$ cat src/timer_defs.sv
// Package for the 8-bit timer with shared prescaler.
// Assumes one 20 MHz clock, synchronous active-high reset, AHB-Lite host.
// Operation
// - Timer mode counts once per instruction cycle (clock divided by four).
// - Writing the count suppresses counting for two instruction cycles.
// - Counter mode counts edges of the external count input.
// - Edge select one counts falling edges, zero counts rising edges.
// - One prescaler serves either the timer or the watchdog, never both.
// - Timer prescale divides by two to the power of rate plus one.
// - Watchdog prescale spans 1:1 to 1:128; timer then runs undivided.
// - Prescaler count is hidden; count writes clear it when timer-owned.
// - Watchdog clear also clears the prescaler while watchdog-owned.
// - Wrap from FFh to 00h sets the flag; interrupt needs enable.
// - Sleep freezes the count, so no overflow occurs.
// - Counter mode samples prescaler output on phase two and four.
`default_nettype none

package timer_defs;
  localparam logic [7:0] OFS_OPTION = 8'h00;
  localparam logic [7:0] OFS_COUNT = 8'h04;
  localparam logic [7:0] OFS_INTCTL = 8'h08;
  localparam logic [7:0] OPTION_RESET = 8'hFF;
  localparam logic [7:0] COUNT_RESET = 8'h00;
  localparam logic [7:0] COUNT_TOP = 8'hFF;
  localparam int INTCTL_EN_BIT = 5;
  localparam int INTCTL_FLAG_BIT = 2;
  localparam int INSTR_CLOCKS = 4;
  localparam int INHIBIT_INSTR = 2;
  localparam logic [3:0] INHIBIT_CLOCKS = 4'(INSTR_CLOCKS * INHIBIT_INSTR);
  localparam logic [1:0] PHASE_TWO = 2'h1;
  localparam logic [1:0] PHASE_FOUR = 2'h3;
  localparam logic [1:0] HTRANS_NONSEQ_BIT = 2'h2;

  typedef struct packed {
    logic pullup_off;
    logic int_edge;
    logic src_sel;
    logic edge_sel;
    logic assign_wdt;
    logic [2:0] rate;
  } option_t;

  typedef enum logic [1:0] {
    REG_OPTION = 2'b00,
    REG_COUNT = 2'b01,
    REG_INTCTL = 2'b10,
    REG_NONE = 2'b11
  } reg_sel_t;
endpackage

`default_nettype wire

$ cat src/prescaler_core.sv
// Shared power-of-two prescaler with hidden count.
// Assumes tick and clear are one-cycle pulses in the clock domain.
`timescale 1ns/1ps
`default_nettype none

module prescaler_core #(
  parameter int COUNT_W = 8
) (
  input wire logic clock,
  input wire logic rst,
  input wire logic tick,
  input wire logic clear,
  input wire logic [2:0] rate,
  input wire logic timer_owned,
  output logic tc
);
  logic [COUNT_W-1:0] count;
  logic [COUNT_W-1:0] limit;

  // Rate 7 with the extra timer shift needs eight bits
  if (COUNT_W < 8) begin : g_check
    $error("prescaler_core needs COUNT_W of at least 8");
  end

  // Terminal value for a ratio of 2**(rate+shift)
  function automatic logic [COUNT_W-1:0] term(input logic [2:0] r,
                                             input logic sh);
    logic [8:0] one;
    one = 9'h001;
    // Four-bit shift amount so rate 7 plus the timer shift reaches 8
    term = COUNT_W'((one << (4'(r) + 4'(sh))) - 9'h001);
  endfunction

  assign limit = term(rate, timer_owned);
  assign tc = tick && !clear && (count == limit);

  // Hidden count, cleared on demand
  always_ff @(posedge clock) begin
    if (rst || clear) begin
      count <= '0;
    end else if (tick) begin
      count <= (count == limit) ? '0 : count + 1'b1;
    end
  end

  prescale_clear_a: assert property (@(posedge clock) disable iff (rst)
    clear |=> count == '0) else $error("prescaler not cleared");
  terminal_count_a: assert property (@(posedge clock) disable iff (rst)
    tc |-> count == limit && tick) else $error("early terminal");
endmodule // prescaler_core

`default_nettype wire

$ cat src/timer8.sv
// Top of the 8-bit timer/counter with AHB-Lite register slave.
// Assumes synchronous pins, a single AHB master and zero-wait answers.
//
// The AHB-Lite slave port and the register addresses were decided locally.
`timescale 1ns/1ps
`default_nettype none

module timer8 (
  input wire logic clock,
  input wire logic rst,
  input wire logic hsel,
  input wire logic [31:0] haddr,
  input wire logic [1:0] htrans,
  input wire logic hwrite,
  input wire logic [2:0] hsize,
  input wire logic [31:0] hwdata,
  input wire logic hready,
  output logic hreadyout,
  output logic [31:0] hrdata,
  output logic hresp,
  input wire logic external_count_input,
  input wire logic sleep_mode,
  input wire logic watchdog_clear,
  input wire logic watchdog_tick,
  output logic watchdog_prescaled_tick,
  output logic overflow_irq
);
  timer_defs::option_t option_cfg;
  logic [7:0] count_register;
  logic overflow_flag;
  logic overflow_irq_enable;
  logic [1:0] phase;
  logic ext_prev;
  logic [3:0] inhibit;
  logic pending;
  logic wr_pend;
  timer_defs::reg_sel_t wr_sel;
  logic addr_take;
  logic wr_count;
  logic wr_option;
  logic wr_intctl;
  logic instr_tick;
  logic ext_edge;
  logic src_pulse;
  logic presc_tick;
  logic presc_clear;
  logic presc_tc;
  logic count_event;
  logic cnt_inc;
  logic sample_phase;
  logic unused_bits;

  // Map a byte address onto a register
  function automatic timer_defs::reg_sel_t decode(input logic [31:0] a);
    if (a[31:8] != '0) begin
      decode = timer_defs::REG_NONE;
    end else begin
      case (a[7:0])
        timer_defs::OFS_OPTION: decode = timer_defs::REG_OPTION;
        timer_defs::OFS_COUNT: decode = timer_defs::REG_COUNT;
        timer_defs::OFS_INTCTL: decode = timer_defs::REG_INTCTL;
        default: decode = timer_defs::REG_NONE;
      endcase
    end
  endfunction

  // Read view of a register, reserved bits zero
  function automatic logic [7:0] read_view(input timer_defs::reg_sel_t s,
                                           input timer_defs::option_t o,
                                           input logic [7:0] c,
                                           input logic en,
                                           input logic fl);
    logic [7:0] v;
    v = 8'h00;
    case (s)
      timer_defs::REG_OPTION: v = o;
      timer_defs::REG_COUNT: v = c;
      timer_defs::REG_INTCTL: begin
        v[timer_defs::INTCTL_EN_BIT] = en;
        v[timer_defs::INTCTL_FLAG_BIT] = fl;
      end
      default: v = 8'h00;
    endcase
    read_view = v;
  endfunction

  // Bus decode and write strobes in the data phase
  assign addr_take = hsel && hready && (htrans == timer_defs::HTRANS_NONSEQ_BIT
                     || htrans == 2'h3);
  assign wr_count = wr_pend && wr_sel == timer_defs::REG_COUNT;
  assign wr_option = wr_pend && wr_sel == timer_defs::REG_OPTION;
  assign wr_intctl = wr_pend && wr_sel == timer_defs::REG_INTCTL;
  assign unused_bits = ^{hsize, hwdata[31:8]};

  // Address phase capture; writes land one cycle later
  always_ff @(posedge clock) begin
    if (rst) begin
      wr_pend <= 1'b0;
      wr_sel <= timer_defs::REG_NONE;
    end else begin
      wr_pend <= addr_take && hwrite;
      wr_sel <= decode(haddr);
    end
  end

  // Zero-wait, always OKAY slave answers
  always_ff @(posedge clock) begin
    if (rst) begin
      hreadyout <= 1'b0;
      hresp <= 1'b0;
      hrdata <= '0;
    end else begin
      hreadyout <= 1'b1;
      hresp <= 1'b0;
      if (addr_take && !hwrite) begin
        hrdata <= {24'h000000, read_view(decode(haddr), option_cfg,
                   count_register, overflow_irq_enable, overflow_flag)};
      end
    end
  end

  // Option register
  always_ff @(posedge clock) begin
    if (rst) begin
      option_cfg <= timer_defs::OPTION_RESET;
    end else if (wr_option) begin
      option_cfg <= hwdata[7:0];
    end
  end

  // Phase clock: four clocks make one instruction cycle
  always_ff @(posedge clock) begin
    if (rst) begin
      phase <= 2'h0;
    end else begin
      phase <= phase + 2'h1;
    end
  end

  assign instr_tick = phase == timer_defs::PHASE_FOUR;
  assign sample_phase = phase == timer_defs::PHASE_TWO
                        || phase == timer_defs::PHASE_FOUR;

  // Pin history for edge detection
  always_ff @(posedge clock) begin
    if (rst) begin
      ext_prev <= 1'b0;
    end else begin
      ext_prev <= external_count_input;
    end
  end

  // Counting edge on the pin, polarity by edge select
  assign ext_edge = option_cfg.edge_sel
                    ? (ext_prev && !external_count_input)
                    : (!ext_prev && external_count_input);
  assign src_pulse = (option_cfg.src_sel ? ext_edge : instr_tick)
                     && !sleep_mode;

  // Prescaler ownership steers its tick and clear
  assign presc_tick = option_cfg.assign_wdt ? watchdog_tick
                      : src_pulse;
  assign presc_clear = option_cfg.assign_wdt ? watchdog_clear
                       : wr_count;

  prescaler_core #(
    .COUNT_W(8)
  ) u_presc (
    .clock(clock),
    .rst(rst),
    .tick(presc_tick),
    .clear(presc_clear),
    .rate(option_cfg.rate),
    .timer_owned(!option_cfg.assign_wdt),
    .tc(presc_tc)
  );

  // Watchdog takes the divided tick only when it owns the prescaler
  always_ff @(posedge clock) begin
    if (rst) begin
      watchdog_prescaled_tick <= 1'b0;
    end else begin
      watchdog_prescaled_tick <= presc_tc && option_cfg.assign_wdt;
    end
  end

  // Undivided source when the watchdog owns the prescaler
  assign count_event = option_cfg.assign_wdt ? src_pulse
                       : presc_tc;

  // Counter mode holds an event until the next phase-two/four sample
  always_ff @(posedge clock) begin
    if (rst || wr_count || !option_cfg.src_sel) begin
      pending <= 1'b0;
    end else if (sample_phase) begin
      pending <= 1'b0;
    end else if (count_event) begin
      pending <= 1'b1;
    end
  end

  assign cnt_inc = !sleep_mode && inhibit == 4'h0 && !wr_count
                   && (option_cfg.src_sel
                       ? (sample_phase && (pending || count_event))
                       : count_event);

  // Post-write inhibit window, two instruction cycles long
  always_ff @(posedge clock) begin
    if (rst) begin
      inhibit <= 4'h0;
    end else if (wr_count) begin
      inhibit <= timer_defs::INHIBIT_CLOCKS;
    end else if (inhibit != 4'h0) begin
      inhibit <= inhibit - 4'h1;
    end
  end

  // Count register: writes win, sleep freezes
  always_ff @(posedge clock) begin
    if (rst) begin
      count_register <= timer_defs::COUNT_RESET;
    end else if (wr_count) begin
      count_register <= hwdata[7:0];
    end else if (cnt_inc) begin
      count_register <= count_register + 8'h01;
    end
  end

  // Overflow flag: wrap sets, software write may clear, set wins
  always_ff @(posedge clock) begin
    if (rst) begin
      overflow_flag <= 1'b0;
      overflow_irq_enable <= 1'b0;
    end else begin
      if (cnt_inc && count_register == timer_defs::COUNT_TOP) begin
        overflow_flag <= 1'b1;
      end else if (wr_intctl) begin
        overflow_flag <= hwdata[timer_defs::INTCTL_FLAG_BIT];
      end
      if (wr_intctl) begin
        overflow_irq_enable <= hwdata[timer_defs::INTCTL_EN_BIT];
      end
    end
  end

  // Interrupt request only while enabled
  always_ff @(posedge clock) begin
    if (rst) begin
      overflow_irq <= 1'b0;
    end else begin
      overflow_irq <= overflow_flag && overflow_irq_enable && !unused_bits
                      || overflow_flag && overflow_irq_enable;
    end
  end

  wrap_sets_flag_a: assert property (@(posedge clock) disable iff (rst)
    cnt_inc && count_register == timer_defs::COUNT_TOP
    |=> overflow_flag && count_register == 8'h00)
    else $error("wrap did not set flag");
  flag_sticky_a: assert property (@(posedge clock) disable iff (rst)
    overflow_flag && !wr_intctl |=> overflow_flag)
    else $error("flag cleared by hardware");
  irq_gating_a: assert property (@(posedge clock) disable iff (rst)
    ##1 overflow_irq == $past(overflow_flag && overflow_irq_enable))
    else $error("irq does not follow flag and enable");
  write_inhibit_a: assert property (@(posedge clock) disable iff (rst)
    wr_count |=> (!cnt_inc) [*8])
    else $error("count advanced inside inhibit window");
  inhibit_ends_a: assert property (@(posedge clock) disable iff (rst)
    wr_count ##1 (!wr_count) [*8] |=> inhibit == 4'h0)
    else $error("inhibit window too long");
  sleep_freeze_a: assert property (@(posedge clock) disable iff (rst)
    sleep_mode && !wr_count |=> count_register == $past(count_register))
    else $error("count moved in sleep");
  timer_undivided_a: assert property (@(posedge clock) disable iff (rst)
    !option_cfg.src_sel && option_cfg.assign_wdt && instr_tick
    && !sleep_mode && inhibit == 4'h0 && !wr_count |-> cnt_inc)
    else $error("undivided timer missed a cycle");
  counter_sample_a: assert property (@(posedge clock) disable iff (rst)
    cnt_inc && option_cfg.src_sel |-> sample_phase)
    else $error("counter advanced off phase two/four");
  read_quiet_a: assert property (@(posedge clock) disable iff (rst)
    addr_take && !hwrite && !cnt_inc && !wr_count
    |=> count_register == $past(count_register))
    else $error("read disturbed the count");
endmodule // timer8

`default_nettype wire

$ cat config.mk
export PLATFORM = sky130hd
export DESIGN_NAME = timer8
export DESIGN_NICKNAME = d
export VERILOG_FILES = /design/src/timer_defs.sv /design/src/prescaler_core.sv /design/src/timer8.sv
export SDC_FILE = /design/constraint.sdc
export NUM_CORES = 1
export LEC_CHECK = 0
export BUFFER_PORTS_ARGS = -buffer_cell sky130_fd_sc_hd__buf_2
export CORE_ASPECT_RATIO = 1.75
export CORE_UTILIZATION = 50
export CTS_CLUSTER_DIAMETER = 40
export CTS_CLUSTER_SIZE = 30
export DETAILED_ROUTE_END_ITERATION = 8
export HOLD_SLACK_MARGIN = 0.02
export PLACE_DENSITY = 0.87
export SLEW_MARGIN = 20
export SYNTH_ARGS = -nofsm -noshare
export SYNTH_HDL_FRONTEND = slang
export SYNTH_HIERARCHICAL = 1
export SYNTH_SLANG_ARGS = --single-unit
$ cat constraint.sdc
create_clock -name clock -period 4.4 [get_ports clock]
set_clock_uncertainty 0.05 [all_clocks]
set_input_delay 0.44 -clock clock [delete_from_list [all_inputs] [get_ports clock]]
set_output_delay 0.44 -clock clock [all_outputs]
set_load 0.02 [all_outputs]
After elaboration in Yosys (flattened, before gate mapping). Index checks and enable logic that the tools add are counted.

Eq/ne operators: 12. Bitwise operators: 0. Multiplexer cells: 23. Shift-type cells: 1. Multipliers: 0. Add/subtract/negate cells: 6. $lt $le $gt $ge: 0. Reductions and logical operators: 48. Div/mod/pow operators: 0.

Operators with widths (count): $reduce_xor A27 Y1 (1); $mux W8 (3); $reduce_bool A24 Y1 (1); $logic_and A1 B1 Y1 (20); $add A8 B1 Y8 const B (2); $pmux W2 S2 (3); $eq A2 B2 Y1 const B (5); $logic_not A1 Y1 (9); $mux W1 (9); $eq A8 B3 Y1 const B (1); $eq A8 B4 Y1 const B (1); $eq A8 B8 Y1 (1); $eq A8 B8 Y1 const B (1); $logic_not A8 Y1 (1); $mux W4 (2); $shl A1 B4 Y8 const A (1); $sub A8 B1 Y8 const B (1); $logic_or A1 B1 Y1 (7); $eq A2 B1 Y1 const B (3); $mux W2 (3); $pmux W1 S3 (2); $pmux W2 S3 (1); $reduce_bool A2 Y1 (3); $add A3 B1 Y4 (1); 6 further kinds (8).

Bits of input ports: 78. ROM bits: 0. Latch bits: 0. Word-level logic and storage cells: 111. Register bits after elaboration: 48. Bits in writable memories: 0. Memories kept: 0.

Logic depth before layout (Yosys ltp).
Depth after elaboration: 15. Mapped depth: 17.

Hierarchy. Netlist, hierarchy kept.

By module, submodules not included: timer8 (instances 1, cells each 241, area an instance 2142.1 sq um); prescaler_core (instances 1, cells each 105, area an instance 915.9 sq um).

Worst setup path before layout. OpenSTA, ideal clock, no wires.

Kind: reg2reg. Start: register option_cfg[3] (netlist bit). End: register count_register[0]. Cell stages (with the launch flop): 17. Arrival: 3.544 ns. Setup time: 0.070 ns. Buffers on the path: 1. Setup slack: 0.736 ns. Data required time: 4.280 ns. Path through: dfxtp_1 > buf_6 > inv_1 > ha_1 > ha_1 > nor2_1 > a22oi_1 > or2_1 > ha_1 > xor2_1 > o32ai_1 > nand4_4 > nor4b_2 > and2b_2 > a221oi_2 > or4_1 > a21oi_1.

Word-level cells in the longest chain between the ends: 12.

RTL lines: from (decl) (RTL line timer8.sv:28) `timer_defs::option_t option_cfg;`; from (signal assigned) (RTL line timer8.sv:125) `option_cfg <= timer_defs::OPTION_RESET;`; from (signal assigned) (RTL line timer8.sv:127) `option_cfg <= hwdata[7:0];`; $logic_not A1 Y1 (RTL line timer8.sv:174) `.timer_owned(!option_cfg.assign_wdt),`; $add A3 B1 Y4 (RTL line prescaler_core.sv:31) `term = COUNT_W'((one << (4'(r) + 4'(sh))) - 9'h001);`; $shl A1 B4 Y8 (RTL line prescaler_core.sv:31); $sub A8 B1 Y8 (RTL line prescaler_core.sv:31); $eq A8 B8 Y1 (RTL line prescaler_core.sv:35) `assign tc = tick && !clear && (count == limit);`; $logic_and A1 B1 Y1 (*) (RTL line prescaler_core.sv:35); via presc_tc (RTL line timer8.sv:47) `logic presc_tc;`; $mux W1 (*) (RTL line timer8.sv:188) `assign count_event = option_cfg.assign_wdt ? src_pulse`; $logic_or A1 B1 Y1 (RTL line timer8.sv:204) `? (sample_phase && (pending || count_event))`; $logic_and A1 B1 Y1 (RTL line timer8.sv:204); $mux W1 (*) (RTL line timer8.sv:204); $logic_and A1 B1 Y1 (*) (RTL line timer8.sv:203) `&& (option_cfg.src_sel`; $reduce_bool A2 Y1 (no line) (*); to (signal assigned) (RTL line timer8.sv:221) `count_register <= timer_defs::COUNT_RESET;`; to (signal assigned) (RTL line timer8.sv:223) `count_register <= hwdata[7:0];`; to (signal assigned) (RTL line timer8.sv:225) `count_register <= count_register + 8'h01;`; to (decl) (RTL line timer8.sv:29) `logic [7:0] count_register;`.

The timed path passes the listed nets; every way through them passes the cells marked *. A chain may end at the register's enable or synchronous reset.

Worst setup path in the final report. Ends and elaborated chain as after synthesis.

==> impl_results.md <==
* Top-area cell type share of the netlist area at 31.4%
* Post-CTS Hold Buffers at 0
* Vias at 2747
* # Max-Cap Violations at 0
* Worst setup margin at 0.263 ns
* Top FF cell, synth: dfxtp_1
* Run status: complete, no violations
* Post-CTS Setup Inserts at 0
* Leak Pwr at ~1.4 nW
* Largest net degree at the start of global routing at 23
* Pwr dens at 301 nW/um^2
* F_max at 242 MHz
* Final setup fails at 0
* GRT Util Overall at a little under a quarter
* Core Rows at 37
* Total wire length at 6940 um
* DP Wirelength at between 5000 and 6000 um
* Crit-path max FO at 10
* Post-synth top cells: dfxtp_1 (48), nand2_1 (26), buf_4 (25)
* FF+latch count, synth at 48
* Drt drc at 0
* IO buf count at 60
* Initial antenna violation count at 0
* Hold Path Class: in2reg
* Max Slew Vio Count at 0
* Htree depth at 2
* Relative slew margins at 45.1%
* Starting Density at 52.0%
* Clock latency on the worst-skew pair at 0.31 ns
* Number of detailed-route iterations in the first pass at 4
* CTS tree: built
* Via/cell ratio at 5.71
* Final period util at 94.0%
* Post-synth ARST share at 0%
* Critical path data required time at 4.59 ns
* Sink Count at 48
* Mapped Area at 3060 um^2
* CTS root buffer: clkbuf_8
* CP Cell Sequence: inv_1 > ha_1 > ha_1 > nor2_1 > a22oi_1 > or2_1 > ha_1 > xor2_1 > o32ai_2 > nand4_4 > nor4b_2 > and2b_2 > a221oi_2 > or4_1 > a21oi_1
* WP data arrival at 4.32 ns
* Fraction of layout cells with a size suffix above 1 at 25.6%
* Cell mode on critical path: ha_1
* Post-cts resize count at 0
* Inserted Clock Buffers at 5
* Drt first-iter violations at 122
* Place WS at 0.240 ns
* Yosys cell types at just over 70
* Setup crit start kind: flop
* Most instantiated library cell after synthesis: dfxtp_1
* Setup Crit Path Kind: reg2reg
* Synth warnings at 6
* Critical path capture point type: flop
* Area growth, synth to finish at 12.7%
* Buffers & Inverters on Critical Path at 1
* Clock Path Buffers at 2
* Total die area at 6440 um^2
* GP Congestion at 0.811
* Share of the yosys chip area belonging to registers at a little under a third
* CP top delay family: simple AND/OR/NAND/NOR gates
* Final Core Density at roughly three fifths
* TNS Setup at 0 ns
* Min Tclk post-route at roughly 4.1 ns
* First-pass GRT wire length at between 10000 and 15000 um
* Number of flops mapped to enable cells by yosys at 0
* RSZ-0062 raised after global routing: false
* VDD IR-drop max at 0.202 mV
* Number of global-route vias before repair at 2721
* Drt wl/cell at 14.4 um
* Die Y at approximately 110 um
* N_diodes at 0
* Total global routing overflow at 0
* CP max-delay cell: or4_1
* Final hold slack at 0.319 ns
* Chip width at 61.1 um
* Final nets at 490
* Slowest Stage Delay on Critical Path at 0.52 ns
* Worst-margin pin slew at 0.817 ns
* Core region area at just under 6000 um^2
* Clock transition at path regs at approximately 0.1 ns
* Post-Synthesis Cells at between 300 and 400
* Top cells by area, synth: dfxtp_1 (31%), buf_4 (6.1%), mux2i_1 (4.6%)
* Final Hold Viols at 0
* Detail Route Antenna Nets at 0
* Syn_area_per_cell at 8.84 um^2
* I/O pins at about 110
* Post-synth top area cell: dfxtp_1
[cells by family after synthesis]
kind of cell / Yosys count / synth area share (%)
DFF: 48 / 31.4
buffers and inverters: 49 / 9.94
other: 1 / 0.123
xor gates and xnor gates: 13 / 4.50
adders and majority gates: 10 / 4.09
muxes: 19 / 6.42
AOI/OAI and AO/OA: 73 / 17.8
and+or+nand+nor: 133 / 25.7
[path summary, 6_finish.rpt]
kind | startpoint | depth (start not counted) | end | slack, ns
setup / recovery | option_cfg[3]$_SDFFE_PP1P_ | 15 | count_register[0]$_SDFFE_PP0P_ | 0.26
hold / removal | external_count_input | 2 | ext_prev$_SDFF_PP0_ | 0.32
setup reg to reg | option_cfg[3]$_SDFFE_PP1P_ | 15 | count_register[0]$_SDFFE_PP0P_ | 0.26
hold reg to reg | phase[0]$_SDFF_PP0_ | 1 | phase[0]$_SDFF_PP0_ | 0.42
[registers in the layout, summed over array words and instances (netlist names), 2 cells and up]
register        cells
count_register      8
hrdata              8
inhibit             4
option_cfg          8
phase               2
u_presc/count       8
wr_sel              2
[area by class of cell]
cell class	instances	area, um^2
Clock inverter	3	68.8
Inverter	12	45.0
Fill cell	530	2430
Clock buffer	5	68.8
Timing Repair Buffer	62	315
Tap cell	78	97.6
Multi-Input combinational cell	273	1890
Sequential cell	48	961
[worst register-to-register path, cell delays in order, from the launching register on]
cell	delay, ns
dfxtp_1	0.49
inv_1	0.19
ha_1	0.22
ha_1	0.27
nor2_1	0.21
a22oi_1	0.10
or2_1	0.27
ha_1	0.27
xor2_1	0.19
o32ai_2	0.34
nand4_4	0.21
nor4b_2	0.29
and2b_2	0.22
a221oi_2	0.08
or4_1	0.52
a21oi_1	0.15
[where the power goes]
part	switching (mW)	internal (mW)	leakage [nW]	total, mW
sequential	0.0162	0.455	0.389	0.471
clock	0.160	0.229	0.0687	0.389
combinational	0.105	0.0715	0.963	0.176
[metrics by stage]
step	instances	total power, mW	cell area (um^2)
floorplan	370	0.627	3150
global placement	473	0.649	3300
detailed placement	473	0.658	3300
CTS	481	1.04	3440
global route	481	1.09	3450
finish	481	1.04	3450
[metal layers]
| metal | up-vias | GRT usage (%) | wire length (um) |
|---|---|---|---|
| li1 | 1313 | - | - |
| met1 | 1313 | 22.3 | 2490 |
| met3 | 21 | 4.66 | 293 |
| met5 | - | 0 | 0 |
| met4 | 0 | 11.0 | 225 |
| met2 | 100 | 43.6 | 3930 |
[cell usage in the layout, fill, tap and decap left out, types with 5 or more instances in the layout]
master / netlist / routed
mux2_2: 5 / 5
ha_1: 10 / 10
nor2_1: 24 / 24
nand2b_1: 7 / 7
xor2_1: 7 / 7
o21ai_0: 21 / 21
dfxtp_1: 48 / 48
a211oi_2: 5 / 5
a22oi_1: 9 / 9
clkbuf_8: 1 / 5
nand4_1: 6 / 6
conb_1: 1 / 25
a21oi_1: 10 / 10
nor3_1: 11 / 11
buf_2: 0 / 60
nor4_1: 7 / 7
a31oi_1: 5 / 5
nand2_1: 26 / 26
inv_1: 12 / 12
nand3_1: 7 / 7
mux2i_1: 14 / 14
No activity file was read; power rests on OpenSTA's default activity.
